--- config.mk ---
export PLATFORM = sky130hd
export DESIGN_NAME = dcsc_top
export DESIGN_NICKNAME = d
export VERILOG_FILES = /design/src/dcsc_pkg.sv /design/src/dcsc_sync.sv /design/src/dcsc_top.sv
export VERILOG_INCLUDE_DIRS = /design/src
export SDC_FILE = /design/constraint.sdc
export NUM_CORES = 1
export LEC_CHECK = 0
export BUFFER_PORTS_ARGS = -buffer_cell sky130_fd_sc_hd__buf_2
export CORE_MARGIN = 5
export CORE_UTILIZATION = 48
export CTS_CLUSTER_SIZE = 20
export DETAILED_ROUTE_END_ITERATION = 16
export PLACE_DENSITY = 0.77
export REMOVE_ABC_BUFFERS = 1
export SETUP_SLACK_MARGIN = 0.15
export SLEW_MARGIN = 20
export SYNTH_ARGS = -nofsm -noshare
export SYNTH_HDL_FRONTEND = slang
export SYNTH_SLANG_ARGS = --single-unit
export TNS_END_PERCENT = 50
--- constraint.sdc ---
create_clock -name pclk -period 2 [get_ports pclk]
set_input_delay 0 -clock pclk [delete_from_list [all_inputs] [get_ports pclk]]
set_output_delay 0 -clock pclk [all_outputs]
set_load 0.005 [all_outputs]
--- src/dcsc_cfg.svh ---
// Register offsets, field positions and reset values for the converter control block
`ifndef DCSC_CFG_SVH
`define DCSC_CFG_SVH
// Byte offsets of the register words
`define DCSC_OFF_CR0     12'h000
`define DCSC_OFF_CR1     12'h004
`define DCSC_OFF_GSW     12'h008
`define DCSC_OFF_LSW     12'h00c
`define DCSC_OFF_MSW     12'h010
`define DCSC_OFF_STB     12'h014
`define DCSC_OFF_CODE    12'h018
`define DCSC_OFF_TRIM    12'h01c
`define DCSC_OFF_STAT    12'h020
// Field positions
`define DCSC_CR0_MODE    4
`define DCSC_CR0_RNG_HI  3
`define DCSC_CR0_RNG_LO  2
`define DCSC_CR1_SRC     5
`define DCSC_CR1_DIRSEL  3
`define DCSC_CR1_DIR     2
`define DCSC_STB_EN      3
`define DCSC_STB_SEL_HI  2
`define DCSC_STB_SEL_LO  0
// Strobe source codes
`define DCSC_SEL_BUSWR   3'h0
`define DCSC_SEL_ACLK    3'h1
`define DCSC_SEL_FAB0    3'h2
// Reset values
`define DCSC_RST_BYTE    8'h00
`endif

--- src/dcsc_pkg.sv ---
// Types shared by the converter control block
package dcsc_pkg;
	// Strobe edge detector states, one-hot
	typedef enum logic [1:0] {
		DCSC_ST_LOW  = 2'b01,
		DCSC_ST_HIGH = 2'b10
	} dcsc_edge_t;
endpackage : dcsc_pkg

--- src/dcsc_sync.sv ---
// Two-flop synchroniser for a vector of outside inputs
module dcsc_sync #(
	parameter int WIDTH = 1
) (
	input  wire logic             pclk,
	input  wire logic             presetn,
	input  wire logic [WIDTH-1:0] din,
	output logic      [WIDTH-1:0] dout
);
	logic [WIDTH-1:0] meta_reg; // First stage, read only by second stage

	// Refuse a meaningless width
	if (WIDTH < 1) begin : g_chk
		$error("dcsc_sync: WIDTH must be at least 1");
	end

	// Two stages against metastability
	always_ff @(posedge pclk or negedge presetn) begin
		if (!presetn) begin
			meta_reg <= '0;
			dout     <= '0;
		end else begin
			meta_reg <= din;
			dout     <= meta_reg;
		end
	end
endmodule : dcsc_sync

--- src/dcsc_top.sv ---
// Converter control block: APB registers, code source, strobe and routing selects
`include "dcsc_cfg.svh"

// How it works
// - Code from register or fabric lines
// - Strobe enabled: output changes only on strobe
// - Strobe source field picks bus, clock, fabric
// - Control bit selects current or voltage mode
// - Current mode: range field picks three scales
// - Voltage mode: range field picks two scales
// - Each range has 255 equal steps
// - Direction bit, or fabric when enabled
// - Routing registers drive three route select outputs
module dcsc_top #(
	parameter int CODE_W = 8, // Code width
	parameter int FAB_STB = 6  // Number of fabric strobe lines
) (
	input  wire logic              pclk,
	input  wire logic              presetn,
	input  wire logic              psel,
	input  wire logic              penable,
	input  wire logic              pwrite,
	input  wire logic [11:0]       paddr,
	input  wire logic [31:0]       pwdata,
	output logic      [31:0]       prdata,
	output logic                   pready,
	output logic                   pslverr,
	input  wire logic [CODE_W-1:0] fabric_code,
	input  wire logic [FAB_STB-1:0] fabric_strobe,
	input  wire logic              fabric_dir,
	input  wire logic              analog_clk_strobe,
	output logic      [CODE_W-1:0] dac_code,
	output logic                   current_output_mode,
	output logic      [1:0]        range_sel,
	output logic                   sink_sel,
	output logic      [7:0]        global_route_select,
	output logic      [7:0]        local_route_select,
	output logic      [7:0]        muxbus_route_select,
	output logic      [7:0]        gain_trim
);
	// Refuse widths the register map cannot hold
	if (CODE_W != 8 || FAB_STB < 1 || FAB_STB > 6) begin : g_chk
		$error("dcsc_top: unsupported parameters");
	end

	// Software registers
	logic [7:0]  cr0_reg;              // Mode and range
	logic [7:0]  cr1_reg;              // Source and direction
	logic [7:0]  gsw_reg;              // Global route select
	logic [7:0]  lsw_reg;              // Local route select
	logic [7:0]  msw_reg;              // Mux bus route select
	logic [7:0]  stb_reg;              // Strobe control
	logic [7:0]  code_reg;             // Software code
	logic [7:0]  trim_reg;             // Gain trim
	logic [CODE_W-1:0] out_code_reg;   // Code applied to converter
	logic        bus_wr_pulse_reg;     // Code register was just written
	logic        dir_reg;              // Registered direction
	dcsc_pkg::dcsc_edge_t edge_reg;    // Strobe edge state
	dcsc_pkg::dcsc_edge_t edge_next;   // Next strobe edge state

	// Outside inputs brought into pclk domain
	logic [CODE_W-1:0]  fab_code_s;
	logic [FAB_STB-1:0] fab_stb_s;
	logic               fab_dir_s;
	logic               aclk_s;

	dcsc_sync #(.WIDTH(CODE_W + FAB_STB + 2)) u_sync (
		.pclk    (pclk),
		.presetn (presetn),
		.din     ({fabric_code, fabric_strobe, fabric_dir, analog_clk_strobe}),
		.dout    ({fab_code_s, fab_stb_s, fab_dir_s, aclk_s})
	);

	// Bus decode; one-wait-free access, answered in the access phase
	wire         acc      = psel & penable;
	wire         wr_en    = acc & pwrite;
	wire         hit_cr0  = (paddr == `DCSC_OFF_CR0);
	wire         hit_cr1  = (paddr == `DCSC_OFF_CR1);
	wire         hit_gsw  = (paddr == `DCSC_OFF_GSW);
	wire         hit_lsw  = (paddr == `DCSC_OFF_LSW);
	wire         hit_msw  = (paddr == `DCSC_OFF_MSW);
	wire         hit_stb  = (paddr == `DCSC_OFF_STB);
	wire         hit_code = (paddr == `DCSC_OFF_CODE);
	wire         hit_trim = (paddr == `DCSC_OFF_TRIM);
	wire         hit_stat = (paddr == `DCSC_OFF_STAT);
	wire         mapped   = hit_cr0 | hit_cr1 | hit_gsw | hit_lsw | hit_msw |
	                        hit_stb | hit_code | hit_trim | hit_stat;
	wire         setup    = psel & ~penable;

	// Read mux; status shows the code actually applied and the registered direction
	wire [7:0] rd_byte =
		hit_cr0  ? cr0_reg  :
		hit_cr1  ? cr1_reg  :
		hit_gsw  ? gsw_reg  :
		hit_lsw  ? lsw_reg  :
		hit_msw  ? msw_reg  :
		hit_stb  ? stb_reg  :
		hit_code ? code_reg :
		hit_trim ? trim_reg :
		hit_stat ? out_code_reg : `DCSC_RST_BYTE;
	wire [31:0] rd_word = hit_stat ? {23'h000000, dir_reg, out_code_reg} : {24'h000000, rd_byte};

	// Code source choice
	wire               src_fabric = cr1_reg[`DCSC_CR1_SRC];
	wire [CODE_W-1:0]  sel_code   = src_fabric ? fab_code_s : code_reg;
	// Shared bus: only one converter drives fabric_code at a time, so the sampled value is trusted
	// as this converter's code whenever fabric source is chosen.

	// Strobe source select
	wire [2:0] stb_sel = stb_reg[`DCSC_STB_SEL_HI:`DCSC_STB_SEL_LO];
	wire [2:0] fab_idx = stb_sel - `DCSC_SEL_FAB0;
	wire       fab_lvl = (stb_sel >= `DCSC_SEL_FAB0) && (int'(fab_idx) < FAB_STB) ? fab_stb_s[fab_idx] : 1'b0;
	wire       lvl_stb = (stb_sel == `DCSC_SEL_ACLK) ? aclk_s : fab_lvl;
	// Limitation: switching to a source whose line is already high reads as a rising edge,
	// so firmware should change the source while the strobe lines are quiet
	wire       lvl_rise = (edge_reg == dcsc_pkg::DCSC_ST_LOW) && lvl_stb;
	wire       strobe_evt = (stb_sel == `DCSC_SEL_BUSWR) ? bus_wr_pulse_reg : lvl_rise;
	wire       stb_en = stb_reg[`DCSC_STB_EN];
	// With strobing on, load only on the event; otherwise follow the source
	wire       load_code = stb_en ? strobe_evt : 1'b1;

	// Direction, from register bit or fabric line
	wire       dir_sel = cr1_reg[`DCSC_CR1_DIRSEL] ? fab_dir_s : cr1_reg[`DCSC_CR1_DIR];

	// Edge detector for level strobes
	always_comb begin
		case (edge_reg)
			dcsc_pkg::DCSC_ST_LOW:  edge_next = lvl_stb ? dcsc_pkg::DCSC_ST_HIGH : dcsc_pkg::DCSC_ST_LOW;
			dcsc_pkg::DCSC_ST_HIGH: edge_next = lvl_stb ? dcsc_pkg::DCSC_ST_HIGH : dcsc_pkg::DCSC_ST_LOW;
			default:                edge_next = dcsc_pkg::DCSC_ST_LOW;
		endcase
	end

	// Register writes
	always_ff @(posedge pclk or negedge presetn) begin
		if (!presetn) begin
			cr0_reg  <= `DCSC_RST_BYTE;
			cr1_reg  <= `DCSC_RST_BYTE;
			gsw_reg  <= `DCSC_RST_BYTE;
			lsw_reg  <= `DCSC_RST_BYTE;
			msw_reg  <= `DCSC_RST_BYTE;
			stb_reg  <= `DCSC_RST_BYTE;
			code_reg <= `DCSC_RST_BYTE;
			trim_reg <= `DCSC_RST_BYTE;
		end else if (wr_en) begin
			if (hit_cr0)  cr0_reg  <= pwdata[7:0];
			if (hit_cr1)  cr1_reg  <= pwdata[7:0];
			if (hit_gsw)  gsw_reg  <= pwdata[7:0];
			if (hit_lsw)  lsw_reg  <= pwdata[7:0];
			if (hit_msw)  msw_reg  <= pwdata[7:0];
			if (hit_stb)  stb_reg  <= pwdata[7:0];
			if (hit_code) code_reg <= pwdata[7:0];
			if (hit_trim) trim_reg <= pwdata[7:0];
		end
	end

	// Bus write strobe fires the cycle after the code word lands, so the new value is loaded
	always_ff @(posedge pclk or negedge presetn) begin
		if (!presetn) begin
			bus_wr_pulse_reg <= 1'b0;
		end else begin
			bus_wr_pulse_reg <= wr_en & hit_code;
		end
	end

	// Applied code and edge state
	always_ff @(posedge pclk or negedge presetn) begin
		if (!presetn) begin
			out_code_reg <= '0;
			edge_reg     <= dcsc_pkg::DCSC_ST_LOW;
			dir_reg      <= 1'b0;
		end else begin
			edge_reg <= edge_next;
			dir_reg  <= dir_sel;
			if (load_code) begin
				out_code_reg <= sel_code;
			end
		end
	end

	// APB answer; slave never stalls, unmapped gives error and zero
	always_ff @(posedge pclk or negedge presetn) begin
		if (!presetn) begin
			prdata  <= 32'h00000000;
			pready  <= 1'b0;
			pslverr <= 1'b0;
		end else begin
			pready  <= setup;
			pslverr <= setup & ~mapped;
			prdata  <= (setup & ~pwrite) ? rd_word : 32'h00000000;
		end
	end

	// Analog-facing outputs, all registered.
	// Code scales linearly: step = full scale / 256, 255 steps per range
	// Rate limits are kept by the fabric or firmware pacing updates
	always_ff @(posedge pclk or negedge presetn) begin
		if (!presetn) begin
			dac_code            <= '0;
			current_output_mode <= 1'b0;
			range_sel           <= 2'b00;
			sink_sel            <= 1'b0;
			global_route_select <= `DCSC_RST_BYTE;
			local_route_select  <= `DCSC_RST_BYTE;
			muxbus_route_select <= `DCSC_RST_BYTE;
			gain_trim           <= `DCSC_RST_BYTE;
		end else begin
			dac_code            <= out_code_reg;
			current_output_mode <= cr0_reg[`DCSC_CR0_MODE];
			range_sel           <= cr0_reg[`DCSC_CR0_RNG_HI:`DCSC_CR0_RNG_LO];
			sink_sel            <= dir_reg;
			global_route_select <= gsw_reg;
			local_route_select  <= lsw_reg;
			muxbus_route_select <= msw_reg;
			gain_trim           <= trim_reg;
		end
	end
endmodule : dcsc_top

# After elaboration in Yosys (flattened, before gate mapping)
# Index checks and enable logic that the tools add are counted.
# classes
n_eq_ne	11
multipliers	0
n_addsub	1
div	0
reduce_logical	13
n_shift	0
n_lt_le_gt_ge	3
n_bitwise	17
muxes	20
# ops
operator	count
2-to-1 mux 8 bit	9
== test 12 x 5 -> 1 bit (second input constant)	4
== test 12 x 4 -> 1 bit (second input constant)	2
2-to-1 mux 9 bit	2
AND reduction 2 bit	8
== test 12 x 3 -> 1 bit (second input constant)	1
== test 12 x 6 -> 1 bit (second input constant)	1
logical NOT 12 bit	1
bitwise OR 1 bit	8
bitwise AND 1 bit	6
2-to-1 mux 1 bit	6
< comparator 3 x 4 -> 1 bit (second input constant)	1
2-to-1 mux 2 bit	2
binary-select mux 1 bit (select 3 bit)	1
== test 3 x 1 -> 1 bit (second input constant)	1
>= comparator 3 x 2 -> 1 bit (second input constant)	1
logical NOT 3 bit	1
< comparator 3 bit (second input constant)	1
NOT 1 bit	3
subtractor 3 x 2 -> 3 bit (second input constant)	1
== test 2 x 1 -> 1 bit (second input constant)	1
== test 2 bit (second input constant)	1
logical AND 1 bit	2
OR reduction 2 bit	1
# word_totals
mem_bits_rw	0
wordCells	90
reg_bits	163
latch_bits	0
out_inout_bits	78
mem_bits_ro	0
n_memories	0

# Logic depth before layout (Yosys ltp)
# depth
ltp_word	11
depth_mapped	7
mapped_depth_nobuf	7

# Hierarchy
# From an unflattened synthesis, not the netlist that was laid out.
# hier_totals
cells_unflattened	406
area_unflattened_um2	6207.2
# modules_own_cells
mod	seq_area_each_um2	area_per_inst_um2	instances	cells_per_inst
dcsc_top	3279.4	5406.4	1	374
dcsc_sync	800.8	800.8	1	32

# Worst setup path before layout
# Ideal clock, no wire load.
# synth_timing
kind	flip-flop to flip-flop
startpoint	register stb_reg[1]
endpoint	register out_code_reg[0]
setup_slack_ns	-0.068
arrival_time_ns	1.943
t_required_ns	1.875
setup_time_ns	0.125
period_less_slack_ns	2.068
stages_incl_launch_ff	8
path_cell_list	dfrtp_1 inv_1 ha_1 mux2i_1 nor4b_1 nor3_1 o211ai_2 mux2_2
# synth_via
elab_chain_cells	8
word_cells_on_any_way	13
cone_classes	1 x add/sub; 2 x order compare; 1 x eq/ne; 6 x mux; 3 x reduce/logical
# synth_lines
item	line	text
start, declared	dcsc_top.sv:52	logic [7:0] stb_reg;
start signal, assigned	dcsc_top.sv:142	stb_reg <= `DCSC_RST_BYTE;
start signal, assigned	dcsc_top.sv:151	if (hit_stb) stb_reg <= pwdata[7:0];
subtractor 3 x 2 -> 3 bit (no source line)	n/a	
binary-select mux 1 bit (select 3 bit) / < comparator 3 bit (equally long branches)	dcsc_top.sv:112	wire fab_lvl = (stb_sel >= `DCSC_SEL_FAB0) && (int'(fab_idx) < FAB_STB) ? fab_stb_s[fab_idx] : 1'b0;
2-to-1 mux 1 bit (implied by the code) / logical AND 1 bit (equally long branches)	dcsc_top.sv:112	
2-to-1 mux 1 bit	dcsc_top.sv:112	
2-to-1 mux 1 bit	dcsc_top.sv:113	wire lvl_stb = (stb_sel == `DCSC_SEL_ACLK) ? aclk_s : fab_lvl;
logical AND 1 bit	dcsc_top.sv:116	wire lvl_rise = (edge_reg == dcsc_pkg::DCSC_ST_LOW) && lvl_stb;
2-to-1 mux 1 bit (*)	dcsc_top.sv:117	wire strobe_evt = (stb_sel == `DCSC_SEL_BUSWR) ? bus_wr_pulse_reg : lvl_rise;
2-to-1 mux 1 bit (*)	dcsc_top.sv:120	wire load_code = stb_en ? strobe_evt : 1'b1;
end signal, assigned	dcsc_top.sv:176	out_code_reg <= sel_code;
end, declared	dcsc_top.sv:55	logic [CODE_W-1:0] out_code_reg;
# Mark *: on every way between the ends. The rest lies on a longest branch, timed or not. The select of a mux whose other input is x is not followed.
# A chain may end at the register's enable or synchronous reset.

# Worst setup path in the final report
# Ends and elaborated chain as after synthesis.

==> results.md <==
* Hold Path End: pslverr
* Hold slack at 0.05584 ns
* Largest net degree at the start of global routing at 61
* Post-synth top area share at 64.31%
* Final worst-path cycle share at 98.57%
* Num rows at 41
* Syn avg cell area at 14.63 sq um
* Clock Pin Slew Worst Setup and Hold Paths at 0.07 ns
* IO Pins at 143
* Initial Util at 49.55%
* Cells after Synth at 431
* Final hold violations at 0
* HP Start: paddr[4]
* Detailed Route Iter0 Violations at 299
* Worst R2R Setup Slack at 0.03 ns
* Gr usage total at 19.07%
* Met2 WL at 7027 microns
* TNS Setup at 0 ns
* CTS tree: built
* First-pass DRT Iterations at 4
* Fillers at 957
* Share of cells above drive strength 1 at 44.13%
* CTS Sinks at 163
* Worst-skew pair later-pin latency at 0.43 ns
* First-pass GRT wire length at 23160 microns
* Startpoint types: flip-flop
* Hpwl dp at 9793 microns
* Top_reg_cell synth: dfrtp_1
* Die Ht at 124.6 microns
* Req. time, crit path at 2.31 ns
* Depth of the CTS H-tree at 4
* Netlist area before placement at 6304 sq um
* F_max at 507.3 MHz
* Bufs on Longest Clock Path at 2
* Metal3 WL at 1082 microns
* IO buf count at 95
* Worst hold path type: in -> reg
* Slew Viols, Final at 0
* Biggest area consumer among synthesized cells: dfrtp_1
* Max Used Layer: met4
* Vias per inst at 5.243
* Initial antenna violation count at 0
* Post-Route M1 WL at 5749 microns
* Status: finished, final reports clean
* Rel. slew slack at 63.33%
* Cells after DPL at 713
* FF-to-FF Start: stb_reg[1]
* Fin crit period at 1.971 ns
* Die area at 15520 sq um
* Detailed Route WL at 14300 microns
* Vias in the first global route at 4304
* Synth Register Bits at 163
* Die Width at 124.6 microns
* CTS Buf Count at 17
* Antenna viol nets, final at 0
* Maximum vdd drop at 0.7633 mV
* Worst path arrival time at 2.28 ns
* Post-synth cell types at 46
* RePlAce Congestion at 0.9234
* Register area at 4080 sq um
* Max FO, Critical Path at 8
* Core ar. at 12720 sq um
* Number of remaining DRC errors at 0
* EDFF count, synth at 0
* Area of the multi-input gates at 2083 sq um
* Commonest non-fill, non-tap cells in the layout: dfrtp_1 (162), buf_2 (94), mux2_2 (65)
* Grt ovf at 0
* RSZ-0062 raised after global routing: true
* Layout area overhead at 28.09%
* DR vias at 4074
* Max-cap check violation count at 0
* R2R Path End: out_code_reg[0]
* Clock root buffer: clkbuf_16
* Slew @ Worst Pin at 0.5500 ns
* LEAKAGE at 0.004107 uW
* Most common cell after layout, fill and taps aside: dfrtp_1
* Min-Delay Path Depth at 3
* Area contributors post-synth: dfrtp_1 (64%), mux2_2 (13%), buf_4 (2.7%), o21ai_0 (2.2%), mux4_2 (2.1%)
* Pwr/cell area at 845.4 nW/um^2
* Final Net Count at 659
* Worst reg-to-reg path cell count at 8
* Final cell count without fillers at 777
* Setup Viol. Count Final at 0
* WL/cell at 18.40 microns
* Crit path kind: reg -> reg
* Antenna Cells at 0
* Sequential-to-total area share from yosys stat at 64.73%
* Setup crit end kind: flip-flop
* Setup Skew at 0.008244 ns
* Ys async rst share at 100.0%
* Synth Warn # at 0
report_power, final:
part / total [uW] / switching [uW] / internal (uW)
clock network: 3180 / 1390 / 1790
logic: 297 / 185 / 112
registers: 3350 / 12.9 / 3330
total: 6830 / 1590 / 5240
cells by family after synthesis:
| logic type | Yosys count | synth area share, % |
|---|---|---|
| mux | 94 | 18.20 |
| other cells | 1 | 0.05949 |
| compound gates | 53 | 5.042 |
| flops | 163 | 64.73 |
| simple gates | 74 | 7.007 |
| buf+inv | 44 | 4.565 |
| fa+ha+maj | 2 | 0.3969 |
what timing repair did:
| item | CTS | global route |
|---|---|---|
| hold buffers | 29 | 0 |
| resized for setup | 12 | 4 |
| gates cloned | 0 | 0 |
| pin swaps | 4 | 1 |
| endpoints found under the hold margin | 139 | 0 |
| setup endpoints to repair | 8 | 10 |
| buffers inserted | 2 | 1 |
metal layers:
layer	vias up	global-route usage, %
met5	-	0
met4	0	9.607
met3	35	5.875
met2	176	30.31
met1	2052	23.66
li1	1811	-
per-stage QoR:
step / utilization (%) / instance area (sq um) / total power, uW / setup WS, ns
global route: 63.46 / 8074 / 7053 / -0.06988
CTS: 63.23 / 8044 / 6867 / -0.002237
global placement: 55.88 / 7109 / 3649 / -0.03523
finish: 63.46 / 8074 / 6826 / 0.02869
detailed placement: 55.88 / 7109 / 3660 / -0.1189
floorplan: - / 6125 / 3465 / -0.06769
synthesized netlist by cell type, types with 2 or more instances:
cell type	count
nor2b_1	2
nor3_4	3
mux2i_1	7
inv_1	7
or4_1	2
dfrtp_1	162
a31oi_1	2
mux2_2	73
o21ai_0	28
a21oi_1	12
a221o_1	4
buf_6	2
ha_1	2
nor4_1	3
nor3_1	4
clkbuf_1	8
nand2b_1	3
nand2_1	23
buf_4	23
nor3_2	3
clkbuf_8	2
nor2_1	15
nand3_1	4
mux2_4	8
nor4b_1	3
mux4_2	6
critical path, cell delays in order, from the launching register on:
cell	delay, ns
dfrtp_1	0.40
inv_2	0.09
ha_4	0.21
mux2i_1	0.13
nor4b_2	0.27
nor3_2	0.10
o211ai_2	0.17
buf_6	0.18
mux2_4	0.31
worst max path at each step:
stage	startpoint	to	slack (ns)	cells past startpoint
detailed placement	stb_reg[2]	out_code_reg[4]	-0.12	8
global route	stb_reg[1]	out_code_reg[5]	-0.07	8
global placement	stb_reg[2]	out_code_reg[4]	-0.04	8
finish	stb_reg[1]	out_code_reg[0]	0.03	8
floorplan	stb_reg[1]	out_code_reg[0]	-0.07	7
CTS	stb_reg[1]	out_code_reg[4]	-0.002	8
layout make-up:
type | count | area share (%)
sequential | 163 | 50.53
multi-input combinational | 246 | 25.80
timing repair buffer | 157 | 13.45
clock buffer | 19 | 5.486
tap | 172 | 2.665
clock inverter | 13 | 1.736
inverter | 7 | 0.3254
Note: power is estimated with default switching activity, not from simulation.
